$ cat src/common/vrm_defines.svh
// How it works
// - horizontal counts run on pixel clock from line flyback
// - vertical counts are line flybacks from frame flyback
// - arm on enable, measure one frame from next flyback
// - keep smallest start and largest end per frame
// - every timing input has programmable polarity
// - horizontal start ten bits in bytes zero and one
// - horizontal end ten bits in bytes two and three
// - vertical start eleven bits in bytes four, five
// - vertical end upper three bits in byte six
// - result bytes read only, unused bits read zero
// - byte seven holds vertical end low byte
// - total frame lines eleven bits in bytes eight, nine
// - byte eight bit three flags line counter overflow
`ifndef VRM_DEFINES_SVH
`define VRM_DEFINES_SVH

// counter widths and limits
`define VRM_HW 10
`define VRM_VW 11
`define VRM_H_MAX 10'h3FF
`define VRM_V_MAX 11'h7FF
`define VRM_H_ZERO 10'h000
`define VRM_H_ONE 10'h001
`define VRM_V_ZERO 11'h000

// input pins
`define VRM_NPIN 5
`define VRM_PIN_HFLB 0
`define VRM_PIN_VFLB 1
`define VRM_PIN_RIN 2
`define VRM_PIN_GIN 3
`define VRM_PIN_BIN 4

// read-only result bytes
`define VRM_AW 4
`define VRM_OFS_HSTA_HI 4'h0
`define VRM_OFS_HSTA_LO 4'h1
`define VRM_OFS_HEND_HI 4'h2
`define VRM_OFS_HEND_LO 4'h3
`define VRM_OFS_VSTA_HI 4'h4
`define VRM_OFS_VSTA_LO 4'h5
`define VRM_OFS_VEND_HI 4'h6
`define VRM_OFS_VEND_LO 4'h7
`define VRM_OFS_VTOT_HI 4'h8
`define VRM_OFS_VTOT_LO 4'h9
`define VRM_OVER_BIT 3
`define VRM_RD_ZERO 8'h00

`endif

$ cat src/common/vrm_pkg.sv
`include "vrm_defines.svh"
package vrm_pkg;

   typedef enum logic [1:0] {VRM_IDLE, VRM_ARM, VRM_MEAS} vrm_state_e;

   typedef struct packed {
      logic [`VRM_HW-1:0] h_sta;
      logic [`VRM_HW-1:0] h_end;
      logic [`VRM_VW-1:0] v_sta;
      logic [`VRM_VW-1:0] v_end;
      logic [`VRM_VW-1:0] v_tot;
      logic over;
   } vrm_result_s;

   typedef struct packed {
      vrm_state_e st;
      logic en_prev;
      logic vid_prev;
      logic [`VRM_HW-1:0] hcnt;
      logic [`VRM_VW-1:0] vcnt;
      logic vcnt_ovf;
      logic seen_v;
      vrm_result_s work;
      vrm_result_s res;
      logic [7:0] rd_data;
   } vrm_state_s;

   typedef struct packed {
      logic s1;
      logic s2;
      logic prev;
   } vrm_sync_s;

endpackage : vrm_pkg

$ cat src/rtl/vrm_pin_sync.sv
`timescale 1ns/1ps
module vrm_pin_sync (
   // clock and reset
   input wire logic sys_clk,
   input wire logic rst_n,
   input wire logic clk_en,
   // pin and polarity
   input wire logic pin,
   input wire logic active_high,
   // conditioned level and edges
   output logic lvl,
   output logic rise,
   output logic fall
);

   vrm_pkg::vrm_sync_s q_reg;
   vrm_pkg::vrm_sync_s q_next;

   // polarity applied after the second flop
   // edges from the raw level: no false lead after reset or polarity change
   assign lvl = q_reg.s2 ~^ active_high;
   assign rise = (q_reg.s2 ^ q_reg.prev) & lvl;
   assign fall = (q_reg.s2 ^ q_reg.prev) & ~lvl;

   always_comb begin
      q_next = q_reg;
      q_next.s1 = pin;
      q_next.s2 = q_reg.s1;
      q_next.prev = q_reg.s2;
   end

   always_ff @(posedge sys_clk or negedge rst_n) begin
      if (!rst_n) begin
         q_reg <= '0;
      end else if (clk_en) begin
         q_reg <= q_next;
      end
   end

endmodule : vrm_pin_sync

$ cat src/rtl/vrm_top.sv
`timescale 1ns/1ps
`include "vrm_defines.svh"
module vrm_top (
   // clock, reset, enable
   input wire logic sys_clk,
   input wire logic resetn,
   input wire logic clk_en,
   // flyback and video pins
   input wire logic hflb_pin,
   input wire logic vflb_pin,
   input wire logic rin_pin,
   input wire logic gin_pin,
   input wire logic bin_pin,
   // control bits
   input wire logic measure_enable,
   input wire logic [`VRM_NPIN-1:0] pol_active_high,
   // result byte read port
   input wire logic [`VRM_AW-1:0] rd_addr,
   output logic [7:0] rd_data,
   // status
   output logic measure_busy
);

   ////////////////////////////////////////////////////////////////////////////
   // reset release
   logic [1:0] rst_pipe;
   logic rst_n;
   vrm_pkg::vrm_state_s q_reg;
   vrm_pkg::vrm_state_s q_next;
   vrm_pkg::vrm_result_s work_init;

   always_ff @(posedge sys_clk or negedge resetn) begin
      if (!resetn) begin
         rst_pipe <= 2'h0;
      end else begin
         rst_pipe <= {rst_pipe[0], 1'b1};
      end
   end

   assign rst_n = rst_pipe[1];

   ////////////////////////////////////////////////////////////////////////////
   // pin conditioning
   logic [`VRM_NPIN-1:0] pin_vec;
   logic [`VRM_NPIN-1:0] lvl;
   logic [`VRM_NPIN-1:0] rise;
   logic [`VRM_NPIN-1:0] fall;

   assign pin_vec = {bin_pin, gin_pin, rin_pin, vflb_pin, hflb_pin};

   for (genvar i = 0; i < `VRM_NPIN; i++) begin : g_pin
      vrm_pin_sync u_sync (
         .sys_clk(sys_clk),
         .rst_n(rst_n),
         .clk_en(clk_en),
         .pin(pin_vec[i]),
         .active_high(pol_active_high[i]),
         .lvl(lvl[i]),
         .rise(rise[i]),
         .fall(fall[i])
      );
   end

   logic hlead;
   logic vlead;
   logic vid;
   logic vid_rise;
   logic vid_fall;
   logic en_rise;

   assign hlead = rise[`VRM_PIN_HFLB];
   assign vlead = rise[`VRM_PIN_VFLB];
   assign vid = lvl[`VRM_PIN_RIN] | lvl[`VRM_PIN_GIN] | lvl[`VRM_PIN_BIN];
   assign vid_rise = vid & ~q_reg.vid_prev;
   assign vid_fall = ~vid & q_reg.vid_prev;
   assign en_rise = measure_enable & ~q_reg.en_prev;

   ////////////////////////////////////////////////////////////////////////////
   // state

   function automatic logic [7:0] vrm_hi(input logic [15:0] v);
      return v[15:8];
   endfunction : vrm_hi

   always_comb begin
      work_init = '0;
      work_init.h_sta = `VRM_H_MAX;
      work_init.v_sta = `VRM_V_MAX;
   end

   always_comb begin
      q_next = q_reg;
      q_next.en_prev = measure_enable;
      q_next.vid_prev = vid;
      // lead cycle counts as one, so the count is the distance to the edge
      if (hlead) begin
         q_next.hcnt = `VRM_H_ONE;
      end else if (q_reg.hcnt != `VRM_H_MAX) begin
         q_next.hcnt = q_reg.hcnt + 1'b1;
      end
      case (q_reg.st)
         vrm_pkg::VRM_IDLE: begin
            if (en_rise) begin
               q_next.st = vrm_pkg::VRM_ARM;
            end
         end
         vrm_pkg::VRM_ARM: begin
            if (!measure_enable) begin
               q_next.st = vrm_pkg::VRM_IDLE;
            end else if (vlead) begin
               q_next.st = vrm_pkg::VRM_MEAS;
               q_next.vcnt = `VRM_V_ZERO;
               q_next.vcnt_ovf = 1'b0;
               q_next.seen_v = 1'b0;
               q_next.work = work_init;
            end
         end
         vrm_pkg::VRM_MEAS: begin
            if (!measure_enable) begin
               q_next.st = vrm_pkg::VRM_IDLE;
            end else if (vlead) begin
               // one full frame seen: publish results
               q_next.st = vrm_pkg::VRM_IDLE;
               q_next.res = q_reg.work;
               q_next.res.v_tot = q_reg.vcnt;
               q_next.res.over = q_reg.vcnt_ovf;
            end else begin
               if (hlead) begin
                  if (q_reg.vcnt == `VRM_V_MAX) begin
                     q_next.vcnt_ovf = 1'b1;
                  end else begin
                     q_next.vcnt = q_reg.vcnt + 1'b1;
                  end
               end
               if (vid_rise) begin
                  if (q_reg.hcnt < q_reg.work.h_sta) begin
                     q_next.work.h_sta = q_reg.hcnt;
                  end
                  if (!q_reg.seen_v) begin
                     q_next.seen_v = 1'b1;
                     q_next.work.v_sta = q_reg.vcnt;
                  end
                  q_next.work.v_end = q_reg.vcnt;
               end
               if (vid_fall && q_reg.hcnt > q_reg.work.h_end) begin
                  q_next.work.h_end = q_reg.hcnt;
               end
            end
         end
         default: begin
            q_next.st = vrm_pkg::VRM_IDLE;
         end
      endcase
      // read-only byte port, no write path exists
      case (rd_addr)
         `VRM_OFS_HSTA_HI: q_next.rd_data = vrm_hi(16'(q_reg.res.h_sta));
         `VRM_OFS_HSTA_LO: q_next.rd_data = q_reg.res.h_sta[7:0];
         `VRM_OFS_HEND_HI: q_next.rd_data = vrm_hi(16'(q_reg.res.h_end));
         `VRM_OFS_HEND_LO: q_next.rd_data = q_reg.res.h_end[7:0];
         `VRM_OFS_VSTA_HI: q_next.rd_data = vrm_hi(16'(q_reg.res.v_sta));
         `VRM_OFS_VSTA_LO: q_next.rd_data = q_reg.res.v_sta[7:0];
         `VRM_OFS_VEND_HI: q_next.rd_data = vrm_hi(16'(q_reg.res.v_end));
         `VRM_OFS_VEND_LO: q_next.rd_data = q_reg.res.v_end[7:0];
         `VRM_OFS_VTOT_HI: begin
            q_next.rd_data = vrm_hi(16'(q_reg.res.v_tot)) |
                             (8'(q_reg.res.over) << `VRM_OVER_BIT);
         end
         `VRM_OFS_VTOT_LO: q_next.rd_data = q_reg.res.v_tot[7:0];
         default: q_next.rd_data = `VRM_RD_ZERO;
      endcase
   end

   always_ff @(posedge sys_clk or negedge rst_n) begin
      if (!rst_n) begin
         q_reg <= '0;
      end else if (clk_en) begin
         q_reg <= q_next;
      end
   end

   assign rd_data = q_reg.rd_data;
   assign measure_busy = (q_reg.st != vrm_pkg::VRM_IDLE);
endmodule : vrm_top

$ cat config.mk
export PLATFORM = sky130hd
export DESIGN_NAME = vrm_top
export DESIGN_NICKNAME = d
export VERILOG_FILES = /design/src/common/vrm_pkg.sv /design/src/rtl/vrm_pin_sync.sv /design/src/rtl/vrm_top.sv
export VERILOG_INCLUDE_DIRS = /design/src /design/src/common
export SDC_FILE = /design/constraint.sdc
export NUM_CORES = 1
export LEC_CHECK = 0
export ABC_AREA = 1
export BUFFER_PORTS_ARGS = -buffer_cell sky130_fd_sc_hd__buf_2
export CORE_AREA = 8 8 125 127
export CTS_BUF_LIST = sky130_fd_sc_hd__clkbuf_8
export CTS_CLUSTER_DIAMETER = 60
export CTS_CLUSTER_SIZE = 12
export DETAILED_ROUTE_END_ITERATION = 12
export DIE_AREA = 0 0 133 135
export PLACE_DENSITY = 0.71
export SLEW_MARGIN = 5
export SYNTH_ARGS = -nofsm -noshare
export SYNTH_HDL_FRONTEND = slang
export SYNTH_SLANG_ARGS = --single-unit
export TNS_END_PERCENT = 10
$ cat constraint.sdc
create_clock -name sys_clk -period 5.35 [get_ports sys_clk]
set_input_delay 0 -clock sys_clk [delete_from_list [all_inputs] [get_ports sys_clk]]
set_output_delay 0 -clock sys_clk [all_outputs]
set_load 0.05 [all_outputs]
==> flow_metrics.env, run 1 <==
export IMPL_period_share_pct=51.6
export IMPL_async_flop_share_pct=100
export IMPL_grt_max_degree=88
export IMPL_top_layer_used="met4"
export IMPL_synthCells=905
export IMPL_synth_cell_types=34
export IMPL_fin_tns_setup_ns=0
export IMPL_global_route_overflow_total=0
export IMPL_total_power_mw=3.01
export IMPL_routed_wl_met2_mm=7.82
export IMPL_grt_pass1_wl_mm=28.7
export IMPL_setup_violations=0
export IMPL_worst_pin_slew_ns=0.834
export IMPL_synthesis_nets=944
export IMPL_root_buffer="clkbuf_8"
export IMPL_die_width_um=133
export IMPL_max_freq_mhz=363
export IMPL_fin_crit_ns=2.76
export IMPL_routed_wl_mm=17.1
export IMPL_initial_core_util_pct=53.5
export IMPL_critical_path_required_ns=5.75
export IMPL_ys_warn_count=0
export IMPL_num_rows=43
export IMPL_yosys_top_cells_count="337 x nand2_1, 145 x dfrtp_1, 84 x nand3_1, 81 x inv_1, 61 x o21ai_0"
export IMPL_ys_ff_latch=145
export IMPL_ir_drop_mv=0.206
export IMPL_maxSlewHeadroom_pct=44.4
export IMPL_synth_top_area_share_pct=49.8
export IMPL_hold_class="in2reg"
export IMPL_met3WireLength_um=837
export IMPL_cp_start_kind="flop"
export IMPL_cts_sinks=145
export IMPL_total_leakage_power_nw=4.11
export IMPL_slew_violations=0
export IMPL_post_synth_top_area_cell="dfrtp_1"
export IMPL_synth_cell_area_mm2=0.00729
export IMPL_antenna_cells=0
export IMPL_cp_end_kind="flop"
export IMPL_rsz0062_at_grt="no"
export IMPL_cts_htree_levels=4
export IMPL_cts_resized=0
export IMPL_core_area_mm2=0.0136
export IMPL_num_vias=5892
export IMPL_final_util_pct=58.2
export IMPL_powerDensity_mw_per_mm2=380
export IMPL_avgSynthCellArea_um2=8.05
export IMPL_hold_viol=0
export IMPL_post_cts_setup_buffers=0
export IMPL_drtPass1Iterations=5
export IMPL_port_buffers=26
export IMPL_status="finished clean"
export IMPL_dp_hpwl_mm=12.2
export IMPL_grtUsageTotal_pct=20.2
export IMPL_fin_worst_skew_ns=0.00709
export IMPL_seq_area_frac_synth_pct=49.8
export IMPL_vias_per_cell=5.29
export IMPL_yosysMostFrequentCell="nand2_1"
export IMPL_wirelength_met1_mm=8.18
export IMPL_drt_iter0_markers=511
export IMPL_routabilityCongestion=0.837
export IMPL_die_h_um=135
export IMPL_cts_buffer_depth=2
export IMPL_tritoncts="built"
export IMPL_io_pins=27
export IMPL_first_global_vias=5545
export IMPL_cap_violations=0
export IMPL_drive_gt1_share_pct=9.64
export IMPL_syn2layout_area_growth_pct=8.76
export IMPL_drc=0
export IMPL_die_area_mm2=0.0180
export IMPL_cts_hold_fix_buffers=8
export IMPL_wl_per_cell_um=15.3
export IMPL_yosys_top_cells_area="dfrtp_1 50%, nand2_1 17%, nand3_1 5.8%"
export IMPL_worstPathMaxFanout=34
export IMPL_synth_main_ff_cell="dfrtp_1"
export IMPL_arrival_ns=3.15
export IMPL_worstSetupPathType="reg2reg"
export IMPL_finalNetCount=962
export IMPL_synth_edff_count=0
export IMPL_clock_latency_ns=0.46
export IMPL_largest_register_ffs=123
export IMPL_clkTransAtPathRegs_ns=0.08
export IMPL_antenna_found_initial=0
export IMPL_cts_buffers=17
export IMPL_ant_nets=0
[layout by cell type (no fill, tap or decap), types with 9 or more instances in the layout]
master      n
xor2_1     12
buf_2      26
nor2_1     49
ha_1       21
nand3_1    84
nand4_1     9
dfrtp_1   144
mux2_2     18
clkbuf_8   21
inv_1      84
o21ai_0    61
nand2_1   337
[through the flow]
stage / instance area (um^2) / cells / hold WS, ns / setup slack, ns
final: 7930 / 1114 / 0.0376 / 2.59
after global routing: 7930 / 1114 / 0.0570 / 2.31
after CTS: 7930 / 1114 / 0.0153 / 2.61
after detailed placement: 7460 / 1076 / -0.213 / 2.60
after global placement: 7460 / 1076 / -0.214 / 2.70
after floorplan: 7290 / 905 / -0.296 / 1.01
[worst max-delay path: stages (launching register included)]
cell and delay, ns:
dfrtp_1 0.41, inv_2 0.07, nand2_2 0.28, inv_2 0.57
nor2_1 0.17, nor2_4 0.13, inv_2 0.07, nor2_8 0.26
nand2_2 0.26, nor2_4 0.29, nand2_1 0.09, nand2_1 0.08
[kinds of logic after synthesis]
| group | count (synthesis) | synth area share (%) |
|---|---|---|
| other | 1 | 0.0515 |
| buffers and inverters | 124 | 7.28 |
| and+or+nand+nor | 502 | 29.0 |
| AOI/OAI and AO/OA | 78 | 5.44 |
| DFF | 145 | 49.8 |
| adders and majority gates | 21 | 3.61 |
| xor gates and xnor gates | 13 | 1.56 |
| muxes | 21 | 3.25 |
[power breakdown]
| group | switching (mW) | leakage (nW) | total [mW] | internal, mW |
|---|---|---|---|---|
| registers | 0.153 | 1.92 | 1.47 | 1.31 |
| clock network | 0.391 | 0.211 | 0.841 | 0.450 |
| logic | 0.473 | 1.98 | 0.707 | 0.234 |
[area by class of cell]
| class | instances | area (um^2) |
|---|---|---|
| multi-input cells | 636 | 3130 |
| well taps | 180 | 225 |
| fillers | 1234 | 5690 |
| repair buffers | 38 | 240 |
| clock buffers | 21 | 289 |
| inverters | 85 | 319 |
| clock inverters | 9 | 91.3 |
| flip-flops and latches | 145 | 3630 |
[path summary, 6_finish.rpt]
check	depth (start not counted)	start	end	slack (ns)
max	11	q_reg[141]$_DFFE_PN0P_	q_reg[79]$_DFFE_PN0P_	2.59
max reg2reg	11	q_reg[141]$_DFFE_PN0P_	q_reg[79]$_DFFE_PN0P_	2.59
min reg2reg	0	rst_pipe[1]$_DFF_PN0_	q_reg[124]$_DFFE_PN0P_	0.31
min	3	clk_en	g_pin[0].u_sync.q_next[1]$_DFFE_PN0P_	0.04
min in group asynchronous	0	rst_pipe[1]$_DFF_PN0_	q_reg[124]$_DFFE_PN0P_	0.31
max in group asynchronous	1	rst_pipe[1]$_DFF_PN0_	rd_data[1]$_DFFE_PN0P_	3.99
[layer usage]
layer,GRT usage [%],vias up
li1,-,2899
met1,28.4,2837
met2,30.2,138
met3,4.87,18
met4,5.93,0
met5,0,-
Note: power is estimated with default switching activity, not from simulation.
==> inputs of run 2 (changes only) <==
==> constraint.sdc (replaced) <==
create_clock -name sys_clk -period 2.6 [get_ports sys_clk]
set_input_delay 0 -clock sys_clk [delete_from_list [all_inputs] [get_ports sys_clk]]
set_output_delay 0 -clock sys_clk [all_outputs]
set_load 0.05 [all_outputs]
==> run 2 against run 1 <==
Net effect: first-iteration DRC count increased by 33%; critical endpoint is now q_reg[87]$_DFFE_PN0P_; highest routed layer unchanged; via count decreased by 1.5%; clock skew increased by 0.0037 ns.
==> flow_metrics.env, run 2 (synthesis results as in run 1) <==
export IMPL_worstPathMaxFanout=13
export IMPL_hold_class="in2reg"
export IMPL_setup_violations=0
export IMPL_cts_resized=0
export IMPL_layout_common_cells="337 x nand2_1, 144 x dfrtp_1, 85 x inv_1"
export IMPL_crit_buf_inv=0
export IMPL_drc=0
export IMPL_fillers=1228
export IMPL_worstSetupPathType="reg2reg"
export IMPL_slew_violations=0
export IMPL_dp_cells=1078
export IMPL_cap_violations=0
export IMPL_period_share_pct=81.8
export IMPL_whs_path_depth=7
export IMPL_critical_path_required_ns=2.94
export IMPL_io_pins=27
export IMPL_status="finished clean"
export IMPL_largest_register_ffs=123
export IMPL_root_buffer="clkbuf_8"
export IMPL_fin_worst_skew_ns=0.0108
export IMPL_num_rows=43
export IMPL_initial_core_util_pct=53.5
export IMPL_total_power_mw=6.27
export IMPL_syn2layout_area_growth_pct=9.63
export IMPL_vias_per_cell=5.20
export IMPL_grtUsageTotal_pct=20.0
export IMPL_final_util_pct=58.7
export IMPL_fin_area_mm2=0.00799
export IMPL_antenna_found_initial=0
export IMPL_cp_depth=8
export IMPL_cts_buffer_depth=2
export IMPL_reg2reg_from="q_reg[142]$_DFFE_PN0P_"
export IMPL_ant_nets=0
export IMPL_routed_wl_mm=16.9
export IMPL_antenna_cells=0
export IMPL_wl_per_cell_um=15.2
export IMPL_place_area_mm2=0.00750
export IMPL_dp_hpwl_mm=11.9
export IMPL_first_global_vias=5515
export IMPL_cp_start_kind="flop"
export IMPL_fin_tns_setup_ns=0
export IMPL_cp_end_kind="flop"
export IMPL_cp_startpoint="q_reg[142]$_DFFE_PN0P_"
export IMPL_cts_htree_levels=4
export IMPL_clkTransAtPathRegs_ns=0.07
export IMPL_core_area_mm2=0.0136
export IMPL_powerDensity_mw_per_mm2=785
export IMPL_fin_crit_ns=2.13
export IMPL_port_buffers=26
export IMPL_routabilityCongestion=0.864
export IMPL_die_h_um=135
export IMPL_worst_pin_slew_ns=0.876
export IMPL_grt_max_degree=144
export IMPL_tritoncts="built"
export IMPL_rsz0062_at_grt="no"
export IMPL_layout_cells_non_filler=1117
export IMPL_hold_viol=0
export IMPL_global_route_overflow_total=0
export IMPL_cts_sinks=145
export IMPL_setup_slack_ns=0.474
export IMPL_cts_buffers=17
export IMPL_clock_latency_ns=0.46
export IMPL_crit_chain="nor2_1 > nor2_1 > nor2_4 > nand3_1 > nor2_2 > nand2_1 > nand2_1 > nand2_1"
export IMPL_drive_gt1_share_pct=9.61
export IMPL_fin_hold_ws_ns=0.0451
export IMPL_maxSlewHeadroom_pct=41.4
export IMPL_arrival_ns=2.47
export IMPL_finalNetCount=966
export IMPL_cpPeakStageDelay_ns=0.49
export IMPL_ir_drop_mv=0.379
export IMPL_final_common_cell="nand2_1"
export IMPL_total_leakage_power_nw=4.14
export IMPL_crit_top_cell="nand2_1"
export IMPL_num_vias=5803
export IMPL_pre_cts_ws_ns=0.505
export IMPL_drt_iter0_markers=680
export IMPL_cts_hold_fix_buffers=10
export IMPL_grt_pass1_wl_mm=28.3
export IMPL_hp_start="pol_active_high[2]"
export IMPL_max_freq_mhz=470
export IMPL_r2r_cells=8
export IMPL_die_width_um=133
export IMPL_crit_family="simple AND/OR/NAND/NOR gates"
export IMPL_die_area_mm2=0.0180
export IMPL_slowest_stage="nor2_2"
export IMPL_drtPass1Iterations=5
export IMPL_post_cts_setup_buffers=0
==> run 2: power breakdown <==
part	total [mW]	switching [mW]	internal, mW
Combinational	1.50	1.00	0.497
Sequential	3.00	0.301	2.70
Clock	1.78	0.811	0.966
Total	6.27	2.11	4.16
==> run 2: area by class of cell <==
type                       count  area [um^2]  area share (%)
clock buffer                  19          262            3.27
multi-input combinational    636         3130            39.2
tap                          180          225            2.82
timing repair buffer          42          300            3.76
clock inverter                10          123            1.53
sequential                   145         3630            45.5
inverter                      85          319            3.99
==> run 2: worst paths after layout <==
| check | end | slack [ns] |
|---|---|---|
| max | q_reg[87]$_DFFE_PN0P_ | 0.47 |
| min | q_reg[139]$_DFFE_PN0P_ | 0.05 |
| max reg2reg | q_reg[87]$_DFFE_PN0P_ | 0.47 |
| min reg2reg | rst_pipe[1]$_DFF_PN0_ | 0.36 |
| max in group asynchronous | rd_data[1]$_DFFE_PN0P_ | 1.60 |
| min in group asynchronous | rst_pipe[1]$_DFF_PN0_ | 0.38 |
==> run 2: per-layer routing <==
metal,vias up,GRT usage [%],part of all wire [%]
li1,2908,-,-
met1,2698,27.3,48
met2,162,29.9,44
met3,35,5.01,5.5
met4,0,7.63,2.1
met5,-,0,0
==> run 2: tightest hold or removal path, delay by kind of cell <==
kind	cells	cell delay, ns
and+or+nand+nor	4	0.27
AOI/OAI and AO/OA	1	0.06
buffers and inverters	2	0.12
